==> src/apcm_defs.svh <==
`ifndef APCM_DEFS_SVH
`define APCM_DEFS_SVH
`define APCM_OFS_ROLE      8'h13
`define APCM_OFS_RATE      8'h14
`define APCM_OFS_STS       8'h15
`define APCM_RST_ROLE      8'h02
`define APCM_RST_RATE      8'h48
`define APCM_RST_STS       8'hff
`define APCM_B_ROLE        7
`define APCM_B_MANUAL      6
`define APCM_B_PLL_BYP     5
`define APCM_B_GATE        4
`define APCM_B_FAMILY      3
`define APCM_F_REF         2:0
`define APCM_F_RATE        7:4
`define APCM_F_RATIO       3:0
`define APCM_CODE_INVALID  4'hf
`define APCM_RATE_CODES    9
`define APCM_RATIO_CODES   13
`define APCM_CLK_HZ        40000000
`define APCM_TOL_LO_PCT    98
`define APCM_TOL_HI_PCT    110
`define APCM_FAM441_NUM    147
`define APCM_FAM441_DEN    160
`define APCM_STALL_DIV     4000
`endif

==> src/apcm_pkg.sv <==
package apcm_pkg;
  typedef logic [3:0] apcm_code_t;
  typedef enum logic [1:0] {
    APCM_ROOT_PLL  = 2'h0,
    APCM_ROOT_BCLK = 2'h1,
    APCM_ROOT_REF  = 2'h2
  } apcm_root_e;
endpackage

==> src/apcm_top.sv <==
// Contract
// (RL1) Role bit 0: slave, clocks come in; 1: device drives both clocks.
// (RL2) Auto bit 0: device derives dividers and PLL; 1: custom settings supplied.
// (RL3) Under auto configuration the bypass bit turns the PLL off.
// (RL4) Master only: gate bit forces both transmitted clocks low.
// (RL5) Master: family bit picks 48 kHz (0) or 44.1 kHz (1) multiples.
// (RL6) Three-bit reference frequency code, reset 2, master with mode 0.
// (RL7) Four-bit programmed rate, codes 0..8, reset 4, rest reserved.
// (RL8) Slave under auto configuration ignores programmed rate and ratio.
// (RL9) Four-bit programmed ratio, codes 0..12 for 16..2048, reset 8.
// (RL10) Detected rate reported, same coding, 15 means invalid.
// (RL11) Detected ratio reported, same coding, 15 means invalid.
// (RL12) Monitor status resets to all ones.
// (RL13) Reference mode 0 uses the code; 1 uses a frame multiple.
// (RL14) Slave, auto, PLL off: root clock is bit clock unless reference chosen.
// (RL15) Master generates frame sync at rate, bit clock at ratio times rate.
`include "apcm_defs.svh"
`timescale 1ns/1ps
`default_nettype none
module apcm_top #(
  parameter int CLK_HZ = `APCM_CLK_HZ,
  parameter int DEPTH  = 2
) (
  input  wire logic       mclk,
  input  wire logic       rst,
  input  wire logic [7:0] reg_addr,
  input  wire logic [7:0] reg_wdata,
  input  wire logic       reg_wr,
  input  wire logic       reg_rd,
  output logic      [7:0] reg_rdata,
  input  wire logic       bclk_in,
  output logic            bclk_out,
  output logic            bclk_oe_n,
  input  wire logic       frame_sync_in,
  output logic            frame_sync_out,
  output logic            frame_sync_oe_n,
  input  wire logic       reference_frequency_mode,
  input  wire logic       slave_root_clock_source,
  input  wire logic       custom_pll_enable,
  output logic            pll_enable,
  output logic      [1:0] root_clock_select,
  output logic      [2:0] reference_frequency_code,
  output logic            reference_from_frame,
  output logic            clocks_from_pins
);
  localparam int PW = 20;

  // Base 48 kHz family rate for a code, zero when reserved
  function automatic logic [31:0] rate_hz(input apcm_pkg::apcm_code_t c);
    unique case (c)
      4'h0: rate_hz = 32'd8000;
      4'h1: rate_hz = 32'd16000;
      4'h2: rate_hz = 32'd24000;
      4'h3: rate_hz = 32'd32000;
      4'h4: rate_hz = 32'd48000;
      4'h5: rate_hz = 32'd96000;
      4'h6: rate_hz = 32'd192000;
      4'h7: rate_hz = 32'd384000;
      4'h8: rate_hz = 32'd768000;
      default: rate_hz = 32'd0;
    endcase
  endfunction

  function automatic logic [11:0] ratio_val(input apcm_pkg::apcm_code_t c);
    unique case (c)
      4'h0: ratio_val = 12'd16;
      4'h1: ratio_val = 12'd24;
      4'h2: ratio_val = 12'd32;
      4'h3: ratio_val = 12'd48;
      4'h4: ratio_val = 12'd64;
      4'h5: ratio_val = 12'd96;
      4'h6: ratio_val = 12'd128;
      4'h7: ratio_val = 12'd192;
      4'h8: ratio_val = 12'd256;
      4'h9: ratio_val = 12'd384;
      4'ha: ratio_val = 12'd512;
      4'hb: ratio_val = 12'd1024;
      4'hc: ratio_val = 12'd2048;
      default: ratio_val = 12'd0;
    endcase
  endfunction

  // Either family is accepted: the window spans 48k down to 44.1k plus margin
  function automatic apcm_pkg::apcm_code_t rate_code(input logic [PW-1:0] p);
    logic [63:0] prod;
    rate_code = `APCM_CODE_INVALID;
    for (int c = 0; c < `APCM_RATE_CODES; c++) begin
      prod = 64'(p) * 64'(rate_hz(4'(c)));
      if (prod * 64'd100 >= 64'(CLK_HZ) * 64'(`APCM_TOL_LO_PCT) &&
          prod * 64'd100 <= 64'(CLK_HZ) * 64'(`APCM_TOL_HI_PCT))
        rate_code = 4'(c);
    end
  endfunction

  function automatic apcm_pkg::apcm_code_t ratio_code(input logic [PW-1:0] n);
    ratio_code = `APCM_CODE_INVALID;
    for (int c = 0; c < `APCM_RATIO_CODES; c++) begin
      if (n == PW'(ratio_val(4'(c))))
        ratio_code = 4'(c);
    end
  endfunction

  // Register file
  logic [7:0] role_r, role_nxt, rate_r, rate_nxt, sts_r, sts_nxt, rd_r, rd_nxt;
  logic       drain_rdy, buf_vld;
  logic [7:0] buf_word;
  logic       master, manual, byp, gate, family;

  assign master = role_r[`APCM_B_ROLE];
  assign manual = role_r[`APCM_B_MANUAL];
  assign byp    = role_r[`APCM_B_PLL_BYP];
  assign gate   = role_r[`APCM_B_GATE];
  assign family = role_r[`APCM_B_FAMILY];
  // Status updates wait out a read so a read never sees a half-new word
  assign drain_rdy = !reg_rd;

  always_comb begin
    role_nxt = role_r;
    rate_nxt = rate_r;
    sts_nxt  = sts_r;
    rd_nxt   = rd_r;
    if (reg_wr && reg_addr == `APCM_OFS_ROLE) role_nxt = reg_wdata;
    if (reg_wr && reg_addr == `APCM_OFS_RATE) rate_nxt = reg_wdata;
    // (RL10) Monitor result lands
    if (buf_vld && drain_rdy) sts_nxt = buf_word;
    if (reg_rd) begin
      unique case (reg_addr)
        `APCM_OFS_ROLE: rd_nxt = role_r;
        `APCM_OFS_RATE: rd_nxt = rate_r;
        `APCM_OFS_STS:  rd_nxt = sts_r;
        default:        rd_nxt = 8'h00;
      endcase
    end
  end

  always_ff @(posedge mclk) begin
    if (rst) begin
      role_r <= `APCM_RST_ROLE;
      rate_r <= `APCM_RST_RATE;
      // (RL12) Invalid until measured
      sts_r  <= `APCM_RST_STS;
      rd_r   <= 8'h00;
    end else begin
      role_r <= role_nxt;
      rate_r <= rate_nxt;
      sts_r  <= sts_nxt;
      rd_r   <= rd_nxt;
    end
  end
  assign reg_rdata = rd_r;

  // Clock configuration outputs
  logic       pll_nxt, pll_r, ref_frame_nxt, ref_frame_r, pins_nxt, pins_r, oe_nxt, oe_r;
  logic [1:0] root_nxt, root_r;
  always_comb begin
    // (RL2) Auto derives, manual takes custom setting
    // (RL3) Bypass in auto
    pll_nxt = manual ? custom_pll_enable : !byp;
    // (RL14) Slave root clock
    if (!master && !manual && byp)
      root_nxt = slave_root_clock_source ? apcm_pkg::APCM_ROOT_REF : apcm_pkg::APCM_ROOT_BCLK;
    else
      root_nxt = pll_nxt ? apcm_pkg::APCM_ROOT_PLL : apcm_pkg::APCM_ROOT_REF;
    // (RL13) Reference frequency source
    ref_frame_nxt = master && reference_frequency_mode;
    // (RL8) Slave auto follows pins
    pins_nxt = !master && !manual;
    // (RL1) Drive pins only as master
    oe_nxt = !master;
  end
  always_ff @(posedge mclk) begin
    if (rst) begin
      pll_r       <= 1'b1;
      root_r      <= apcm_pkg::APCM_ROOT_BCLK;
      ref_frame_r <= 1'b0;
      pins_r      <= 1'b1;
      oe_r        <= 1'b1;
    end else begin
      pll_r       <= pll_nxt;
      root_r      <= root_nxt;
      ref_frame_r <= ref_frame_nxt;
      pins_r      <= pins_nxt;
      oe_r        <= oe_nxt;
    end
  end
  assign pll_enable           = pll_r;
  assign root_clock_select    = root_r;
  assign reference_from_frame = ref_frame_r;
  assign clocks_from_pins     = pins_r;
  // (RL6) Code passed on as stored
  assign reference_frequency_code = role_r[`APCM_F_REF];

  // Master generator: phase accumulator gives exact average bit clock rate up to CLK_HZ/2
  logic [33:0] acc_r, acc_nxt, step;
  logic [31:0] fs;
  logic [11:0] ratio, bcnt_r, bcnt_nxt;
  logic        gen_r, gen_nxt, gfs_r, gfs_nxt, run;
  logic        bo_nxt, bo_r, fo_nxt, fo_r;
  always_comb begin
    // (RL5) Family scales the base rate
    fs = family ? 32'(64'(rate_hz(rate_r[`APCM_F_RATE])) * `APCM_FAM441_NUM
                      / `APCM_FAM441_DEN) : rate_hz(rate_r[`APCM_F_RATE]);
    // (RL9) Programmed ratio
    ratio = ratio_val(rate_r[`APCM_F_RATIO]);
    // (RL7) Reserved rate or ratio stops the generator
    run  = master && fs != 32'd0 && ratio != 12'd0;
    step = 34'(64'(fs) * 64'(ratio) * 64'd2);
    acc_nxt  = acc_r + step;
    gen_nxt  = gen_r;
    bcnt_nxt = bcnt_r;
    gfs_nxt  = gfs_r;
    if (!run) begin
      acc_nxt  = 34'h0;
      gen_nxt  = 1'b0;
      bcnt_nxt = 12'h000;
      gfs_nxt  = 1'b0;
    end else if (acc_nxt >= 34'(CLK_HZ)) begin
      // (RL15) Bit clock edge; frame sync high for the first bit of each frame
      acc_nxt = (step >= 34'(CLK_HZ)) ? 34'h0 : acc_nxt - 34'(CLK_HZ);
      gen_nxt = !gen_r;
      if (gen_r) begin
        bcnt_nxt = (bcnt_r + 12'd1 >= ratio) ? 12'h000 : bcnt_r + 12'd1;
        gfs_nxt  = (bcnt_nxt == 12'h000);
      end
    end
    // (RL4) Gate forces transmitted clocks low
    bo_nxt = gen_nxt && !gate;
    fo_nxt = gfs_nxt && !gate;
  end
  always_ff @(posedge mclk) begin
    if (rst) begin
      acc_r  <= 34'h0;
      gen_r  <= 1'b0;
      bcnt_r <= 12'h000;
      gfs_r  <= 1'b0;
      bo_r   <= 1'b0;
      fo_r   <= 1'b0;
    end else begin
      acc_r  <= acc_nxt;
      gen_r  <= gen_nxt;
      bcnt_r <= bcnt_nxt;
      gfs_r  <= gfs_nxt;
      bo_r   <= bo_nxt;
      fo_r   <= fo_nxt;
    end
  end
  assign bclk_out  = bo_r;
  assign frame_sync_out = fo_r;
  // Enables come from a flop so the pins never see decode glitches
  assign bclk_oe_n  = oe_r;
  assign frame_sync_oe_n = oe_r;

  // Clock monitor: frame period in cycles and bit clock rises per frame
  logic          pb_r, pf_r, seen_r, seen_nxt, pend_r, pend_nxt, src_rdy;
  logic [PW-1:0] cyc_r, cyc_nxt, nb_r, nb_nxt;
  logic [7:0]    pw_r, pw_nxt;
  logic          mb, mf;
  // Monitors the pre-gate clock in master mode, the pins in slave mode
  assign mb = master ? gen_r : bclk_in;
  assign mf = master ? gfs_r : frame_sync_in;
  always_comb begin
    cyc_nxt  = (&cyc_r) ? cyc_r : cyc_r + PW'(1);
    nb_nxt   = (mb && !pb_r && !(&nb_r)) ? nb_r + PW'(1) : nb_r;
    seen_nxt = seen_r;
    pend_nxt = pend_r && !src_rdy;
    pw_nxt   = pw_r;
    if (mf && !pf_r) begin
      // (RL11) Ratio and rate coded from one frame
      if (seen_r && !pend_nxt) begin
        pw_nxt   = {rate_code(cyc_r), ratio_code(nb_r)};
        pend_nxt = 1'b1;
      end
      seen_nxt = 1'b1;
      cyc_nxt  = PW'(1);
      nb_nxt   = (mb && !pb_r) ? PW'(1) : PW'(0);
    end else if (cyc_r == PW'(CLK_HZ / `APCM_STALL_DIV) && !pend_nxt) begin
      // Clocks stopped for two slowest frames: report invalid once
      pw_nxt   = `APCM_RST_STS;
      pend_nxt = 1'b1;
      seen_nxt = 1'b0;
    end
  end
  always_ff @(posedge mclk) begin
    if (rst) begin
      pb_r   <= 1'b0;
      pf_r   <= 1'b0;
      seen_r <= 1'b0;
      pend_r <= 1'b0;
      cyc_r  <= '0;
      nb_r   <= '0;
      pw_r   <= `APCM_RST_STS;
    end else begin
      pb_r   <= mb;
      pf_r   <= mf;
      seen_r <= seen_nxt;
      pend_r <= pend_nxt;
      cyc_r  <= cyc_nxt;
      nb_r   <= nb_nxt;
      pw_r   <= pw_nxt;
    end
  end

  // Two-entry buffer between monitor and status register
  logic [7:0] mem [DEPTH];
  logic [$clog2(DEPTH):0] cnt_r, cnt_nxt;
  logic [$clog2(DEPTH)-1:0] wp_r, wp_nxt, rp_r, rp_nxt;
  logic push, pop;
  assign src_rdy  = cnt_r != ($clog2(DEPTH)+1)'(DEPTH);
  assign buf_vld  = cnt_r != '0;
  assign buf_word = mem[rp_r];
  assign push     = pend_r && src_rdy;
  assign pop      = buf_vld && drain_rdy;
  always_comb begin
    wp_nxt  = push ? wp_r + 1'b1 : wp_r;
    rp_nxt  = pop ? rp_r + 1'b1 : rp_r;
    cnt_nxt = cnt_r + ($clog2(DEPTH)+1)'(push) - ($clog2(DEPTH)+1)'(pop);
  end
  always_ff @(posedge mclk) begin
    if (rst) begin
      wp_r  <= '0;
      rp_r  <= '0;
      cnt_r <= '0;
    end else begin
      wp_r  <= wp_nxt;
      rp_r  <= rp_nxt;
      cnt_r <= cnt_nxt;
    end
    if (push) mem[wp_r] <= pw_r;
  end

  a_gate_low: assert property (@(posedge mclk) disable iff (rst) // (RL4)
    gate |=> !bclk_out && !frame_sync_out) else $error("gated clock toggled");
  a_slave_release: assert property (@(posedge mclk) disable iff (rst) // (RL1)
    !master |=> bclk_oe_n && frame_sync_oe_n) else $error("slave drives clock pin");
  a_pll_bypass: assert property (@(posedge mclk) disable iff (rst) // (RL3)
    !manual && byp |=> !pll_enable) else $error("PLL left on in bypass");
  a_pll_auto_on: assert property (@(posedge mclk) disable iff (rst) // (RL2)
    !manual && !byp |=> pll_enable) else $error("auto PLL not running");
  a_root_slave: assert property (@(posedge mclk) disable iff (rst) // (RL14)
    !master && !manual && byp && !slave_root_clock_source
    |=> root_clock_select == apcm_pkg::APCM_ROOT_BCLK) else $error("wrong root clock");
  a_reset_sts: assert property (@(posedge mclk) // (RL12)
    $fell(rst) |-> sts_r == `APCM_RST_STS) else $error("status reset not ones");
  a_pins_follow: assert property (@(posedge mclk) disable iff (rst) // (RL8)
    $changed(role_r) |=> clocks_from_pins == (!master && !manual))
    else $error("pin timing flag stale");
  a_fs_first_bit: assert property (@(posedge mclk) disable iff (rst) // (RL15)
    $rose(gfs_r) |-> $fell(gen_r) && bcnt_r == 12'h000) else $error("frame sync misplaced");
  a_sts_code: assert property (@(posedge mclk) disable iff (rst) // (RL10)
    $changed(sts_r) |-> $past(buf_vld) && $past(drain_rdy)) else $error("status without result");
  a_ratio_code: assert property (@(posedge mclk) disable iff (rst) // (RL11)
    push |-> pw_r[3:0] < 4'(`APCM_RATIO_CODES) || pw_r[3:0] == `APCM_CODE_INVALID)
    else $error("reserved ratio code");
  a_rsvd_stop: assert property (@(posedge mclk) disable iff (rst) // (RL7)
    rate_r[`APCM_F_RATE] >= 4'(`APCM_RATE_CODES) |=> !gen_r) else $error("reserved rate ran");
endmodule // apcm_top
`default_nettype wire

==> config.mk <==
export PLATFORM = sky130hd
export DESIGN_NAME = apcm_top
export DESIGN_NICKNAME = d
export VERILOG_FILES = /design/src/apcm_pkg.sv /design/src/apcm_top.sv
export VERILOG_INCLUDE_DIRS = /design/src /design/src/src
export SDC_FILE = /design/constraint.sdc
export NUM_CORES = 2
export LEC_CHECK = 0
export ABC_AREA = 1
export BUFFER_PORTS_ARGS = -buffer_cell sky130_fd_sc_hd__buf_2
export CAP_MARGIN = 5
export CORE_MARGIN = 2
export CORE_UTILIZATION = 39
export DETAILED_ROUTE_END_ITERATION = 6
export PLACE_DENSITY = 0.58
export SETUP_SLACK_MARGIN = 0.1
export SLEW_MARGIN = 20
export SYNTH_ARGS = -nofsm -noshare
export SYNTH_HDL_FRONTEND = slang
export SYNTH_SLANG_ARGS = --single-unit
==> constraint.sdc <==
create_clock -name mclk -period 66.8 [get_ports mclk]
set_clock_uncertainty 0.05 [all_clocks]
set_input_delay 3.34 -clock mclk [delete_from_list [all_inputs] [get_ports mclk]]
set_output_delay 3.34 -clock mclk [all_outputs]
set_load 0.01 [all_outputs]
# --- Word-level counts from Yosys, hierarchy flattened ---
# Memories as Yosys holds them, arrays and structs flattened. A register that Yosys moved wholly into a read port is not among the register bits.
# Index checks and enable logic that the tools add are counted.
op_classes:
  add_sub_neg: 9
  multipliers: 20
  n_div: 1
  n_lt_le_gt_ge: 21
  eq_ne: 20
  muxes: 103
  bitwise_logic: 1
  reduce_logical: 49
ops:
  columns: ["op", "n"]
  rows:
  - ["$mux 32", 19]
  - ["$ge 59x32->1 const B", 9]
  - ["$le 59x33->1 const B", 9]
  - ["$mul 52x5->57 const B", 9]
  - ["$mul 20x32->52", 9]
  - ["$mux 12", 27]
  - ["$eq 20x12->1", 13]
  - ["$mux 4", 28]
  - ["$ge 34x26->1 const B", 2]
  - ["$mux 34", 2]
  - ["$div 40x8->64 const B", 1]
  - ["$add 20x1->20 const B", 2]
  - ["$mul 32x8->40 const B", 1]
  - ["$mux 20", 2]
  - ["$reduce_and 20->1", 2]
  - ["$add 34x34->34", 1]
  - ["$sub 34x26->34 const B", 1]
  - ["$mul 32x12->33", 1]
  - ["$reduce_bool 32->1", 1]
  - ["$logic_and 1x1->1", 26]
  - ["$eq 8x5->1 const B", 3]
  - ["$mux 8", 3]
  - ["$pmux 8 s3", 1]
  - ["$eq 20x14->1 const B", 1]
  - ["other kinds (16)", 51]
word_totals:
  regBits: 136
  mem_bits_rw: 16
  mem_bits_ro: 592
  word_cells: 253
  memories: 4
mem_list:
  columns: ["memory", "words", "width", "read_ports", "rd_clocked_by_memory_dff", "write_ports", "line_no", "source"]
  rows:
  - ["(no name shown)", 16, 14, 1, 1, 0, "apcm_top.sv:50", "unique case (c)"]
  - ["(no name shown)", 16, 14, 1, 1, 0, "apcm_top.sv:50", null]
  - ["(no name shown)", 16, 9, 1, 1, 0, "apcm_top.sv:65", "unique case (c)"]
  - ["mem", 2, 8, 1, 1, 1, "apcm_top.sv:304", "logic [7:0] mem [DEPTH];"]

# --- Depth between registers and ports, before layout ---
logic_depth:
  ltp_word: 23
  depth_mapped: 232
  depth_no_buf: 221

# --- Least setup slack after synthesis ---
# OpenSTA, ideal clock, no wires.
synth_timing:
  path_kind: "register -> register"
  from: "register (tool-made name)"
  to: "register bcnt_r[10]"
  setup_time_ns: 0.061
  t_arrival_ns: 26.226
  t_required_ns: 66.689
  path_slack_ns: 40.462
  path_stages_with_launch: 191
  n_path_buf: 24
  cell_sequence: "dfxtp_1 ha_1 fa_1 inv_1 fa_1 inv_1 ha_1 nand2_1 inv_2 a21oi_1 nor2_1 nor2_2 nand3_1 nand2_4 nand2_1 nor2_4 nand2_4 nand2_4 (+155 left out) a21oi_1 o21bai_1 a21oi_1 nor2_1 nor2_1 xor2_1 nand3_1 nor2_1 inv_1 clkbuf_1 clkbuf_8 ha_1 inv_1 clkbuf_1 nand2_1 o21ai_0 inv_1 nor2_4"
synth_rtl:
  columns: ["item", "line_no", "source"]
  rows:
  - ["end signal, assigned", "apcm_top.sv:241", "bcnt_r <= bcnt_nxt;"]
  - ["end, declared", "apcm_top.sv:196", "logic [11:0] ratio, bcnt_r, bcnt_nxt;"]

==> impl_results.md <==
- Outcome: finished, violations left
- Crit path top cell by count: nand2_1
- Crit share post-route: 0.5595
- DIE AREA: 135600 um2
- Dpl cell area: 53180 um2
- Async SR Flop Fraction: 0
- Mapped Nets: 8536
- Placed insts: 9183
- Register area share after synthesis: 0.07237
- Later-pin clock latency in the skew report: 0.47 ns
- GRT Residual Overflow: 0
- Pin slew with the least headroom to its limit: 1.179 ns
- CTS Root Cell: clkbuf_16
- Fin cells: 9215
- DP HPWL: 116.1 mm
- Fmax: 0.02676 GHz
- TritonCTS clock tree: yes
- Antenna-violating nets left: 0
- #FFs+latches synth: 179
- Critical path class: reg -> reg
- CP max-delay cell: nand4_2
- Post-cts hold buffer count: 0
- Met2 global-route usage: 0.3479
- Drt drc: 5
- Pwr/cell area: 38.26 nW/um2
- GRT Overall Usage: 0.2013
- Area delta synth->final: 3.904%
- WP data required: 67.13 ns
- M3 GR Usage: 0.01554
- Port bufs: 44
- Number of vias per cell: 5.088
- Design area: 53750 um2
- Count of final max-slew check failures: 0
- R2R Setup Slk: 29.42 ns
- Io pins: 45
- RSZ-0062 raised after global routing: no
- Initial core utilization: 0.3930
- Fin crit period: 37.38 ns
- LEAKAGE: 0.02953 uW
- Clk buf depth: 2
- CP peak stage delay: 0.71 ns
- CTS Sinks: 179
- GRT busiest layer: met2
- Core Rows: 133
- Synth Warn #: 0
- Final count of negative-setup-slack endpoints: 0
- VDD IR-drop max: 0.00004162 V
- Final nets: 8498
- Total power: 2057 uW
- Clock transition at path regs: 0.07 ns
- Most frequent cells in the layout: nand2_1, inv_1, ha_1
- First-pass GRT wire length: 228.6 mm
- Drt pass-1 iters: 7
- Hold Path Class: reg -> reg
- Post-synth EDFFs: 16
- Slew headroom: 0.2128
- Via count: 46886
- Core Area: 131600 um2
- Share of cells above drive strength 1: 0.1231
- Mapped cell area: 51730 um2
- Synth unique cells: 94
- # resized after CTS: 0
- Commonest non-fill, non-tap cell in the layout: nand2_1
- Final Hold Violating Endpoints: 0
- Vias in the first global route: 45287
- Die W: 368.2 um
- Post-DR wirelength/cell: 14.79 um
- Final GP Congestion: 0.9216
- Critical path fanouts, max: 31
- GRT met1 Usage: 0.2738
- Final setup TNS: 0 ns
- Drt total wl: 136.3 mm
- Max_cap viols: 0
- Violated checks: DRC
- Die Ht: 368.2 um
- Syn avg cell area: 6.911 um2
- Mapped Cells: 7485
- Antenna cell count: 0
- Initial antenna violation count: 0
- Main synth FF type: dfxtp_1
- Largest net degree at the start of global routing: 34
- Drt initial violations: 2915
- CP startpoint kind: flop
- WP data arrival: 37.71 ns
- Post-CTS setup buffers: 0
- H-Tree Depth: 4
- Total CTS buffers: 17
- Crit end category: flop
stage by stage:
| step | setup slack (ns) | hold slack (ns) | utilization |
|---|---|---|---|
| finish | 29.42 | 0.4097 | 0.4083 |
| CTS | 29.45 | 0.4102 | 0.4083 |
| global placement | 30.47 | 0.3837 | 0.4040 |
| floorplan | 40.46 | 0.3617 | - |
| global route | 25.65 | 0.4229 | 0.4083 |
| detailed placement | 29.51 | 0.3930 | 0.4040 |
sequential cells by signal, indices dropped and copies added (netlist names), 2 cells and up, named ones only:
name               cells
mem                   16
pw_r                   8
acc_r                 30
role_r                 8
rate_r                 8
bcnt_r                12
reg_rdata              8
cyc_r                 20
cnt_r                  2
root_clock_select      2
ratio                  9
nb_r                  20
sts_r                  8
final timing paths:
kind / cells past startpoint / start / end
worst max-delay path: 174 / flop / acc_r[18]$_SDFF_PP0_
worst min-delay path: 0 / pw_r[3]$_SDFFE_PP1P_ / mem[1][3]$_DFFE_PP_
worst max register to register: 174 / flop / acc_r[18]$_SDFF_PP0_
worst min register to register: 0 / pw_r[3]$_SDFFE_PP1P_ / mem[1][3]$_DFFE_PP_
cells in the mapped netlist, types with 111 or more instances:
| cell type | count | share of area |
|---|---|---|
| ha_1 | 686 | 0.17 |
| xor2_1 | 207 | 0.035 |
| a21oi_1 | 272 | 0.026 |
| nand2_2 | 270 | 0.033 |
| nor2_1 | 576 | 0.042 |
| fa_1 | 340 | 0.13 |
| nand3_1 | 533 | 0.052 |
| dfxtp_1 | 163 | 0.063 |
| nand2_1 | 1522 | 0.11 |
| nand3_2 | 111 | 0.021 |
| o21ai_0 | 206 | 0.020 |
| nand4_1 | 217 | 0.026 |
| inv_1 | 1323 | 0.096 |
cell families after synthesis:
kind of cell    Yosys count  share of synthesized area
flops                   179                    0.07237
xor+xnor                286                    0.04908
fa+ha+maj              1026                     0.2975
simple gates           3739                     0.3747
mux                       1                  0.0001935
buf+inv                1564                     0.1282
compound gates          690                    0.07794
critical path, delay by kind of cell, from the launching register on:
family	cells	cell delay, ns
flip-flops	1	0.50
XOR/XNOR	2	0.48
AND/OR/NAND/NOR	128	25.80
buffers and inverters	16	2.23
AO/OA/AOI/OAI	17	3.43
adder cells (fa/ha/maj)	11	4.70
final cells by class:
type                    instances  area [um2]
clock buffers                  20       446.7
clock inverters                12       120.1
fillers                     13927       77880
inverters                    1443        5510
multi-input cells            5742       41360
flip-flops and latches        179        3744
well taps                    1755        2196
repair buffers                 64       370.4
power breakdown:
group          switching (uW)  leakage [uW]  internal [uW]
clock network            49.3      0.000274           53.1
registers                3.11       0.00145            112
logic                    1280        0.0278            557
total                    1330        0.0295            722
layer usage:
layer	vias up	wire length, um
li1	23944	-
met1	21963	64720
met2	858	64130
met3	121	4869
met4	0	2602
met5	-	0
(Power assumes the default switching activity.)
